### src/common/core_map.vh
// address map, region and opcode encodings and timing constants for the core
`ifndef CORE_MAP_VH
`define CORE_MAP_VH
`define IO_DIRECT_LAST 24'h00003F
`define IO_SPACE_LAST 24'h000FFF
`define EEP_WIN_FIRST 24'h001000
`define EEP_WIN_LAST 24'h001FFF
`define SRAM_FIRST 24'h002000
`define SRAM_LAST_DEF 24'h003FFF
`define BOOT_FIRST_DEF 24'h010000
`define TABLE_FIRST_DEF 24'h00F000
`define RESET_VECTOR 24'h000000
`define MUL_CYCLES 2
`define RGN_IO 3'h0
`define RGN_EEP 3'h1
`define RGN_SRAM 3'h2
`define RGN_EXT 3'h3
`define OP_NOP 4'h0
`define OP_ADD 4'h1
`define OP_SUB 4'h2
`define OP_AND 4'h3
`define OP_OR 4'h4
`define OP_XOR 4'h5
`define OP_LDI 4'h6
`define OP_INC 4'h7
`define OP_MUL 4'h8
`define OP_LDD 4'h9
`define OP_STD 4'hA
`define OP_IN 4'hB
`define OP_OUT 4'hC
`define OP_SPS 4'hD
`define OP_LPM 4'hE
`define OP_JMP 4'hF
`endif

### src/hdl/reg_file.v
// thirty-two 8-bit working registers, two read ports and a 16-bit write
`timescale 1ns/1ps
`include "core_map.vh"
module reg_file (
    // clock and reset
    input wire clock,
    input wire rst_n,
    // read ports
    input wire [4:0] rd_a_sel,
    input wire [4:0] rd_b_sel,
    output wire [7:0] rd_a,
    output wire [7:0] rd_b,
    // pointer pairs x, y, z
    output wire [15:0] ptr_x,
    output wire [15:0] ptr_y,
    output wire [15:0] ptr_z,
    // write port, optional upper byte to sel+1
    input wire wr_en,
    input wire wr_wide,
    input wire [4:0] wr_sel,
    input wire [15:0] wr_data
);
    reg [7:0] regs_reg [0:31];
    wire [4:0] wr_hi_sel = wr_sel + 5'h01;
    // registers are written in one edge, read with no delay
    genvar gi;
    generate
        for (gi = 0; gi < 32; gi = gi + 1) begin : g_reg
            always @(posedge clock) begin
                if (!rst_n) begin
                    regs_reg[gi] <= 8'h00;
                end else if (wr_en && wr_sel == gi) begin
                    regs_reg[gi] <= wr_data[7:0];
                end else if (wr_en && wr_wide && wr_hi_sel == gi) begin
                    regs_reg[gi] <= wr_data[15:8];
                end
            end
        end
    endgenerate
    assign rd_a = regs_reg[rd_a_sel];
    assign rd_b = regs_reg[rd_b_sel];
    assign ptr_x = {regs_reg[27], regs_reg[26]};
    assign ptr_y = {regs_reg[29], regs_reg[28]};
    assign ptr_z = {regs_reg[31], regs_reg[30]};
endmodule // reg_file

### src/hdl/mul_unit.v
// 8x8 multiplier, product ready after two cycles
`timescale 1ns/1ps
`include "core_map.vh"
module mul_unit (
    // clock and reset
    input wire clock,
    input wire rst_n,
    // request
    input wire start,
    input wire [7:0] op_a,
    input wire [7:0] op_b,
    // answer
    output reg busy,
    output reg done,
    output reg [15:0] product
);
    reg [15:0] stage_reg;
    // first cycle forms the product, second hands it out
    always @(posedge clock) begin
        if (!rst_n) begin
            busy <= 1'b0;
            done <= 1'b0;
            stage_reg <= 16'h0000;
            product <= 16'h0000;
        end else begin
            done <= 1'b0;
            if (start && !busy) begin
                stage_reg <= op_a * op_b;
                busy <= 1'b1;
            end else if (busy) begin
                product <= stage_reg;
                done <= 1'b1;
                busy <= 1'b0;
            end
        end
    end
endmodule // mul_unit

### src/hdl/cpu_core.v
// core: fetch/execute overlap, alu, data space decode, flash locks
//
// Notes on behaviour
// - fetch next word while current executes
// - thirty-two 8-bit single-cycle working registers
// - two register operands, one-cycle operation
// - reg-reg, reg-immediate, single-reg ops; flags
// - three register pairs form 16-bit pointers
// - separate 24-bit program and data buses
// - lowest 4KB of data is I/O
// - first 64 I/O reachable by direct I/O
// - 0x40-0xFFF only via data loads/stores
// - 0x1000-0x1FFF is the eeprom window
// - internal sram starts at 0x2000
// - instructions fetched only from program memory
// - self-program store works only from boot
// - application and boot sections have locks
// - application table has its own locks
// - multi-byte I/O moves as one value
// - fetch starts at address zero after reset
// - multiply 8x8 to 16 in two cycles
//
// instruction word: [31:28] op, [27:23] rd, [22:18] rr, [17:16] ptr sel,
// [15:8] immediate / io address low, [23:0] jump target for the jump op.
`timescale 1ns/1ps
`include "core_map.vh"
module cpu_core (
    // clock and reset
    input wire clock,
    input wire rst_n,
    // program memory bus
    output wire [23:0] prog_addr,
    output wire prog_rd,
    input wire [31:0] prog_word,
    output reg [23:0] prog_wr_addr,
    output reg [15:0] prog_wr_data,
    output reg prog_wr,
    output reg [7:0] prog_rd_data,
    // flash lock straps: bit0 blocks write, bit1 blocks write and reads by code running in another section
    input wire [1:0] lock_app,
    input wire [1:0] lock_table,
    input wire [1:0] lock_boot,
    // section bounds
    input wire [23:0] table_first,
    input wire [23:0] boot_first,
    input wire [23:0] sram_last,
    // data memory bus
    output reg [23:0] data_addr,
    output reg [15:0] data_wdata,
    output reg [1:0] data_wbytes,
    output reg data_rd,
    output reg data_wr,
    output reg [2:0] data_region,
    input wire [15:0] data_rdata,
    // status
    output reg [7:0] flags,
    output reg lock_fault,
    output reg io_fault
);
    // decoding used at several places
    function [2:0] region_of;
        input [23:0] a;
        input [23:0] last;
        begin
            if (a <= `IO_SPACE_LAST) region_of = `RGN_IO;
            else if (a <= `EEP_WIN_LAST) region_of = `RGN_EEP;
            else if (a <= last) region_of = `RGN_SRAM;
            else region_of = `RGN_EXT;
        end
    endfunction
    // section of a program address: 0 app, 1 table, 2 boot
    function [1:0] section_of;
        input [23:0] a;
        input [23:0] tf;
        input [23:0] bf;
        begin
            if (a >= bf) section_of = 2'd2;
            else if (a >= tf) section_of = 2'd1;
            else section_of = 2'd0;
        end
    endfunction
    function [1:0] lock_of;
        input [1:0] sec;
        input [1:0] la;
        input [1:0] lt;
        input [1:0] lb;
        begin
            case (sec)
                2'd0: lock_of = la;
                2'd1: lock_of = lt;
                default: lock_of = lb;
            endcase
        end
    endfunction

    reg [23:0] pc_reg;
    reg [31:0] ir_reg;
    reg ir_valid_reg;
    reg [23:0] ir_pc_reg;
    reg stall_reg;
    reg [4:0] load_dst_reg;
    reg load_wide_reg;
    reg load_pend_reg;
    wire [3:0] op = ir_reg[31:28];
    wire [4:0] rd_sel = ir_reg[27:23];
    wire [4:0] rr_sel = ir_reg[22:18];
    wire [1:0] ptr_sel = ir_reg[17:16];
    wire [7:0] imm = ir_reg[15:8];
    wire [7:0] opa;
    wire [7:0] opb;
    wire [15:0] px;
    wire [15:0] py;
    wire [15:0] pz;
    wire mul_busy;
    wire mul_done;
    wire [15:0] mul_prod;
    reg [4:0] mul_dst_reg;
    reg wr_en;
    reg wr_wide;
    reg [4:0] wr_sel;
    reg [15:0] wr_data;
    reg [8:0] alu_res;
    reg [7:0] flags_next;
    reg [15:0] ptr;
    wire exec = ir_valid_reg && !stall_reg && !mul_busy && !mul_done; // product write-back cycle issues nothing
    wire [1:0] pc_sec = section_of(ir_pc_reg, table_first, boot_first);
    wire [1:0] z_sec = section_of({8'h00, pz}, table_first, boot_first);
    wire [1:0] z_lock = lock_of(z_sec, lock_app, lock_table, lock_boot);

    reg_file u_regs (
        .clock(clock),
        .rst_n(rst_n),
        .rd_a_sel(rd_sel),
        .rd_b_sel(rr_sel),
        .rd_a(opa),
        .rd_b(opb),
        .ptr_x(px),
        .ptr_y(py),
        .ptr_z(pz),
        .wr_en(wr_en),
        .wr_wide(wr_wide),
        .wr_sel(wr_sel),
        .wr_data(wr_data)
    );

    mul_unit u_mul (
        .clock(clock),
        .rst_n(rst_n),
        .start(exec && op == `OP_MUL),
        .op_a(opa),
        .op_b(opb),
        .busy(mul_busy),
        .done(mul_done),
        .product(mul_prod)
    );

    always @* begin
        case (ptr_sel)
            2'd0: ptr = px;
            2'd1: ptr = py;
            default: ptr = pz;
        endcase
    end

    // fetch only through the program bus
    assign prog_addr = pc_reg;
    assign prog_rd = !(stall_reg || mul_busy || (exec && op == `OP_MUL));

    always @* begin
        alu_res = 9'h000;
        wr_en = 1'b0;
        wr_wide = 1'b0;
        wr_sel = rd_sel;
        wr_data = 16'h0000;
        flags_next = flags;
        if (load_pend_reg) begin
            wr_en = 1'b1;
            wr_wide = load_wide_reg;
            wr_sel = load_dst_reg;
            wr_data = data_rdata;
        end else if (mul_done) begin
            wr_en = 1'b1;
            wr_wide = 1'b1;
            wr_sel = mul_dst_reg;
            wr_data = mul_prod;
        end else if (exec) begin
            case (op)
                `OP_ADD: alu_res = {1'b0, opa} + {1'b0, opb};
                `OP_SUB: alu_res = {1'b0, opa} - {1'b0, opb};
                `OP_AND: alu_res = {1'b0, opa & opb};
                `OP_OR: alu_res = {1'b0, opa | opb};
                `OP_XOR: alu_res = {1'b0, opa ^ opb};
                `OP_LDI: alu_res = {1'b0, imm};
                `OP_INC: alu_res = {1'b0, opa} + 9'h001;
                default: alu_res = 9'h000;
            endcase
            if (op >= `OP_ADD && op <= `OP_INC) begin
                wr_en = 1'b1;
                wr_data = {8'h00, alu_res[7:0]};
                if (op != `OP_LDI) begin
                    // flags: bit0 carry, bit1 zero, bit2 negative
                    flags_next = {flags[7:3], alu_res[7], alu_res[7:0] == 8'h00, alu_res[8]};
                end
            end
        end
    end

    always @(posedge clock) begin
        if (!rst_n) begin
            pc_reg <= `RESET_VECTOR;
            ir_reg <= 32'h00000000;
            ir_valid_reg <= 1'b0;
            ir_pc_reg <= 24'h000000;
            stall_reg <= 1'b0;
        end else if (exec && op == `OP_JMP) begin
            pc_reg <= ir_reg[23:0];
            ir_valid_reg <= 1'b0;
        end else if (prog_rd) begin
            ir_reg <= prog_word;
            ir_pc_reg <= pc_reg;
            ir_valid_reg <= 1'b1;
            pc_reg <= pc_reg + 24'h000001;
            // stall while a load writes back; the op right after a load sees old data
            stall_reg <= data_rd;
        end else begin
            stall_reg <= data_rd;
        end
    end

    always @(posedge clock) begin
        if (!rst_n) begin
            data_addr <= 24'h000000;
            data_wdata <= 16'h0000;
            data_wbytes <= 2'b00;
            data_rd <= 1'b0;
            data_wr <= 1'b0;
            data_region <= `RGN_IO;
            load_pend_reg <= 1'b0;
            load_dst_reg <= 5'h00;
            load_wide_reg <= 1'b0;
            mul_dst_reg <= 5'h00;
            prog_wr <= 1'b0;
            prog_wr_addr <= 24'h000000;
            prog_wr_data <= 16'h0000;
            prog_rd_data <= 8'h00;
            flags <= 8'h00;
            lock_fault <= 1'b0;
            io_fault <= 1'b0;
        end else begin
            data_rd <= 1'b0;
            data_wr <= 1'b0;
            prog_wr <= 1'b0;
            load_pend_reg <= data_rd;
            lock_fault <= 1'b0;
            io_fault <= 1'b0;
            flags <= flags_next;
            if (exec) begin
                case (op)
                    `OP_MUL: begin
                        mul_dst_reg <= rd_sel;
                    end
                    `OP_LDD, `OP_STD: begin
                        // extended io only through pointer forms
                        data_addr <= {8'h00, ptr};
                        data_region <= region_of({8'h00, ptr}, sram_last);
                        data_rd <= (op == `OP_LDD);
                        data_wr <= (op == `OP_STD);
                        // store sends rd, rr as one value; a wide load fills rd, rd+1
                        data_wbytes <= {imm[0], 1'b1};
                        data_wdata <= {opb, opa};
                        load_dst_reg <= rd_sel;
                        load_wide_reg <= imm[0];
                    end
                    `OP_IN, `OP_OUT: begin
                        // direct io reaches only the first 64
                        if ({16'h0000, imm} <= `IO_DIRECT_LAST) begin
                            data_addr <= {16'h0000, imm};
                            data_region <= `RGN_IO;
                            data_rd <= (op == `OP_IN);
                            data_wr <= (op == `OP_OUT);
                            data_wbytes <= 2'b01;
                            data_wdata <= {8'h00, opa};
                            load_dst_reg <= rd_sel;
                            load_wide_reg <= 1'b0;
                        end else begin
                            io_fault <= 1'b1;
                        end
                    end
                    `OP_SPS: begin
                        if (pc_sec == 2'd2 && z_sec != 2'd2 && z_lock == 2'b00) begin
                            prog_wr <= 1'b1;
                            prog_wr_addr <= {8'h00, pz};
                            prog_wr_data <= {opb, opa};
                        end else begin
                            lock_fault <= 1'b1;
                        end
                    end
                    `OP_LPM: begin
                        if (z_lock[1] && z_sec != pc_sec) begin
                            prog_rd_data <= 8'hFF;
                            lock_fault <= 1'b1;
                        end else begin
                            prog_rd_data <= pz[0] ? prog_word[15:8] : prog_word[7:0];
                        end
                    end
                    default: begin
                        data_wbytes <= data_wbytes;
                    end
                endcase
            end
        end
    end
endmodule // cpu_core

### config.mk
export PLATFORM = sky130hd
export DESIGN_NAME = cpu_core
export DESIGN_NICKNAME = d
export VERILOG_FILES = /design/src/hdl/reg_file.v /design/src/hdl/mul_unit.v /design/src/hdl/cpu_core.v
export VERILOG_INCLUDE_DIRS = /design/src /design/src/common
export SDC_FILE = /design/constraint.sdc
export NUM_CORES = 1
export LEC_CHECK = 0
export BUFFER_PORTS_ARGS = -buffer_cell sky130_fd_sc_hd__buf_2
export CAP_MARGIN = 10
export CELL_PAD_IN_SITES_DETAIL_PLACEMENT = 0
export CELL_PAD_IN_SITES_GLOBAL_PLACEMENT = 1
export CORE_MARGIN = 4
export CORE_UTILIZATION = 38
export CTS_BUF_LIST = sky130_fd_sc_hd__clkbuf_2 sky130_fd_sc_hd__clkbuf_4 sky130_fd_sc_hd__clkbuf_8
export DETAILED_ROUTE_END_ITERATION = 10
export MAX_ROUTING_LAYER = met4
export PLACE_DENSITY = 0.69
export SYNTH_ARGS = -nofsm -noshare
export SYNTH_HDL_FRONTEND = slang
export SYNTH_SLANG_ARGS = --single-unit
### constraint.sdc
create_clock -name clock -period 6.5 [get_ports clock]
set_input_delay 0.325 -clock clock [delete_from_list [all_inputs] [get_ports clock]]
set_output_delay 0.325 -clock clock [all_outputs]
set_load 0.01 [all_outputs]
# After elaboration in Yosys (flattened, before gate mapping)
# Memory sizes are Yosys's and may differ from the RTL's. A register that Yosys moved wholly into a read port is not among the register bits.
# Index checks and enable logic that the tools add are counted.
dict set report totals {
  rom_bits 0
  n_memories 1
  latch_bits 0
  ramBits 256
  in_bits 128
  regBits 221
  wordCells 648
}
dict set report op_classes {
  muxes 345
  div 0
  add_sub_neg 5
  n_eq_ne 85
  mul 1
  n_shift 0
  bitwise 73
  reduce_logical 102
  n_lt_le_gt_ge 10
}
# memory words word_bits read_ports rd_ports_with_merged_regs wr line_no
set mem_list {}
lappend mem_list {u_regs.regs_reg 32 8 8 2 32 reg_file.v:23} ;# reg [7:0] regs_reg [0:31];
# cell count
set ops {}
lappend ops {{$mux W8} 68}
lappend ops {{$mux W1} 243}
lappend ops {{$eq A5 B5 Y1 const B} 32}
lappend ops {{$eq A5 B4 Y1 const B} 16}
lappend ops {{$logic_and A1 B1 Y1} 75}
lappend ops {{$mux W24} 3}
lappend ops {{$or A1 B1 Y1} 64}
lappend ops {{$pmux W16 S2} 2}
lappend ops {{$pmux W9 S7} 1}
lappend ops {{$ge A16 B24 Y1} 2}
lappend ops {{$ge A24 B24 Y1} 2}
lappend ops {{$mux W16} 3}
lappend ops {{$pmux W24 S2} 1}
lappend ops {{$eq A5 B3 Y1 const B} 8}
lappend ops {{$mux W5} 7}
lappend ops {{$eq A4 B4 Y1 const B} 8}
lappend ops {{$mux W9} 3}
lappend ops {{$add A24 B1 Y24 const B} 1}
lappend ops {{$le A16 B24 Y1} 1}
lappend ops {{$eq A5 B2 Y1 const B} 4}
lappend ops {{$eq A4 B3 Y1 const B} 4}
lappend ops {{$le A16 B12 Y1 const B} 1}
lappend ops {{$le A16 B13 Y1 const B} 1}
lappend ops {{$mul A8 B8 Y16} 1}
lappend ops {{36 further kinds} 70}

# Depth between registers and ports, before layout
dict set report logic_depth {
  depth_word 14
  ltp_mapped 27
  mapped_depth_nobuf 23
}

# Cells and area by module
# A second synthesis with hierarchy kept.
dict set report hier_totals {
  cells_unflattened 2760
  area_unflattened_um2 29693.5
}
# module seq_area_each_um2 cells_per_inst area_each_um2 n_inst
set modules_own_cells {}
lappend modules_own_cells {reg_file 7687.4 970 15285.9 1}
lappend modules_own_cells {cpu_core 3543.4 1450 11178.2 1}
lappend modules_own_cells {mul_unit 680.7 340 3229.3 1}

# Least setup slack after synthesis
# No wires, ideal clock.
dict set report synth_timing {
  path_type {reg-to-reg}
  start {register with a tool-made name}
  end {register u_mul.stage_reg[15]}
  path_buffers 2
  setup_slack_ns 0.283
  setup_ns 0.120
  stages_incl_launch_ff 22
  arrival_time_ns 6.098
  synth_period_minus_slack_ns 6.217
  path_cell_list {dfxtp_1 > buf_2 > buf_2 > mux4_2 > mux4_2 > mux2i_1 > inv_1 > nand2_1 > fa_1 > fa_1 > inv_1 > fa_1 > inv_1 > fa_1 > inv_1 > ha_1 > o21ai_0 > a21o_1 > a21oi_1 > nor3_1 > o211a_1 > a211o_1}
}
# item line_no
set synth_lines {}
lappend synth_lines {{to (signal assigned)} mul_unit.v:28} ;# stage_reg <= op_a * op_b;
lappend synth_lines {{to (decl)} mul_unit.v:17} ;# reg [15:0] stage_reg;

==> impl_metrics.json <==
{
  "async_flop_share_pct": 0,
  "outcome": "finished clean",
  "drt_iter0_drc": 2774,
  "ant_nets": 0,
  "hpwl_um": 85700,
  "wirelength_um": 116000,
  "tns_ps": 0,
  "firstDrtPassIters": 6,
  "synth_area_um2": 28900,
  "crit_path_max_incr_delay_ps": 590,
  "synth-seq-cells": 477,
  "ir_drop_uv": 135,
  "critPathLaunchType": "register",
  "synth_simple_gate_area_share_pct": 11.2,
  "hp-start": "prog_word[22]",
  "min_path_cells": 3,
  "clk_path_buf_depth": 3,
  "cts_setup_buffers": 0,
  "worstSetupPathType": "register to register",
  "pwr-share-comb_pct": 23.3,
  "final_nets": 3380,
  "ctsHtreeMaxLevel": 3,
  "worstSetupEndpointType": "register",
  "rows": 100,
  "crit_buf_inv": 5,
  "synthFlopType": "edfxtp_1",
  "cp_max_fo": 24,
  "avgSynthCellArea_um2": 10.3,
  "vias": 25700,
  "clk_latency_ps": 690,
  "initial_core_util_pct": 38.6,
  "switchingPower_w": 0.00262,
  "numCtsBuffers": 84,
  "yosysWarnings": 0,
  "ios": 259,
  "syn_to_final_growth_pct": 16.1,
  "synth_top_family_by_area": "compound AO/OA/AOI/OAI gates",
  "sw_frac_of_total_pct": 31.7,
  "cpMaxStageDelayCell": "mux4_2",
  "die_area_um2": 80500,
  "grt_start_max_net_pins": 103,
  "highest_layer": "met4",
  "synth_compound_area_share_pct": 16.8,
  "slew_headroom_pct": 20.9,
  "wl_met1_um": 46100,
  "die_w_um": 284,
  "r2r_end": "u_mul.stage_reg[15]",
  "drv_slew": 0,
  "p_total_w": 0.00826,
  "coreArea_um2": 74800,
  "synth_top_area_share_pct": 26.6,
  "grt_antenna_before_repair": 2,
  "drc": 0,
  "p_per_area_nw_per_um2": 247,
  "track_usage_pct": 28.4,
  "synth.area.top_cells": "edfxtp_1 (27%), dfxtp_1 (15%), mux4_2 (11%)",
  "finalCriticalPeriod_ps": 6240,
  "clock_skew_ps": 29.5,
  "synth_top_area_cell": "edfxtp_1",
  "grt_pass1_wl_um": 168000,
  "critical-path-top-delay-family": "adder cells",
  "crit_chain": "buf_16, mux4_2, mux4_2, mux2i_1, inv_1, nand2_1, fa_1, fa_1, inv_1, fa_1, inv_1, fa_1, inv_1, ha_1, o21ai_0, a21o_1, a21oi_1, nor3_1, o211a_1, a211o_1",
  "worst_ep_required_time_ps": 7070,
  "viasPerCell": 6.28,
  "synthAdderAreaFrac_pct": 9.50,
  "wl_met3_um": 11100,
  "synth_edf_count": 256,
  "fin_crit_sh_pct": 96.0,
  "place.gp.congestion": 1.03,
  "die_h_um": 284,
  "portBuffers": 235,
  "regToRegSetupSlack_ps": 260,
  "worstPathArrival_ps": 6810,
  "tritoncts": "yes",
  "worstHoldPathType": "primary input to register",
  "grt_overflow": 0,
  "grt_pass1_vias": 24800,
  "muxShareOfSynthArea_pct": 14.3,
  "final-setup-viol-count": 0,
  "max_freq_ghz": 0.160,
  "r2r_cells": 20,
  "seqPwrFrac_pct": 41.1,
  "syn-instance-count": 2792,
  "dr_wl_met2_um": 52500,
  "drive_gt1_share_pct": 21.9,
  "yosysUniqueCellTypes": 86,
  "hold_viol": 0,
  "cts.clk_slew.worst_paths_ps": 60,
  "tightest_slew_ps": 1190,
  "wl_per_cell_um": 28.2,
  "p_leak_nw": 13.0,
  "p_clk_share_pct": 35.6,
  "internal-power_w": 0.00564,
  "max_cap_viol_count": 0,
  "ys_seq_area_share_pct": 41.9,
  "clock-root-buffer": "clkbuf_8",
  "synth_xor_xnor_area_share_pct": 0.667,
  "clock_sinks": 477,
  "largest_register_ffs": 256,
  "rsz0062_at_grt": "false"
}
per-stage QoR:
stage	instances	hold slack, ps	util, %	setup WS (ps)	area, µm²
after floorplan	2813	425	-	283	29000
after global placement	3908	440	42.0	228	31400
after detailed placement	3908	448	42.0	215	31400
after CTS	4088	35.6	44.7	190	33400
after global routing	4090	70.7	44.8	5.06	33500
final	4090	90.1	44.8	258	33500
worst max-delay path by stage:
stage	to	from	cells after the start
after floorplan	u_mul.stage_reg[15]	register	21
after global placement	u_mul.stage_reg[15]	register	20
after detailed placement	u_mul.stage_reg[15]	register	19
after CTS	u_mul.stage_reg[15]	register	19
after global routing	u_mul.stage_reg[14]	register	21
final	u_mul.stage_reg[15]	register	20
cell usage after synthesis, types with 56 or more instances:
master and number:
a21oi_1 163, clkbuf_1 147, dfxtp_1 221, edfxtp_1 256
ha_1 160, inv_1 154, mux2i_1 65, mux4_2 137
nand2_1 348, nand3_1 56, nor2_1 163, o21ai_0 110
o22ai_1 260
power by group through the flow:
stage	registers, W	logic (W)	clock network (W)
6_report	0.00340	0.00192	0.00294
5_1_grt	0.00340	0.00210	0.00312
4_1_cts	0.00339	0.00189	0.00298
3_5_place_dp	0.00345	0.00186	0
3_3_place_gp	0.00345	0.00186	0
2_1_floorplan	0.00337	0.00121	0
cell type report:
class | count | area, µm²
fillers | 7117 | 41300
multi-input cells | 1959 | 15400
flip-flops and latches | 477 | 12100
repair buffers | 375 | 2470
clock buffers | 112 | 1400
well taps | 969 | 1210
inverters | 158 | 603
clock inverters | 39 | 323
diodes | 1 | 2.50
per-layer routing:
layer  GRT usage, %  vias up
li1               -    11100
met1           37.0    12700
met2           44.0     1633
met3           5.04      304
met4           12.0        0
met5              -        -
timing repair:
action / CTS / global route
gates resized for setup: 0 / 8
hold buffers: 29 / 0
setup endpoints to repair: 0 / 3
endpoints found under the hold margin: 44 / 0
cells by family after synthesis:
family	Yosys count
fa+ha+maj	197
simple gates	730
flops	477
other cells	1
mux	222
buf+inv	377
xor+xnor	22
compound gates	766
worst min-delay path, cell delays in order:
cell     delay, ps
buf_2          130
nand2_1         60
a21oi_1        160
placed cells by master, fill, tap and decap left out, types with 98 or more instances in the layout:
cell | Yosys | layout
mux4_2 | 137 | 137
buf_2 | 26 | 235
buf_4 | 30 | 98
a21oi_1 | 163 | 152
o22ai_1 | 260 | 259
dfxtp_1 | 221 | 216
nand2_1 | 348 | 347
o21ai_0 | 110 | 110
ha_1 | 160 | 160
nor2_1 | 163 | 160
edfxtp_1 | 256 | 256
inv_1 | 154 | 154
Power figures use the tool's default switching activity.
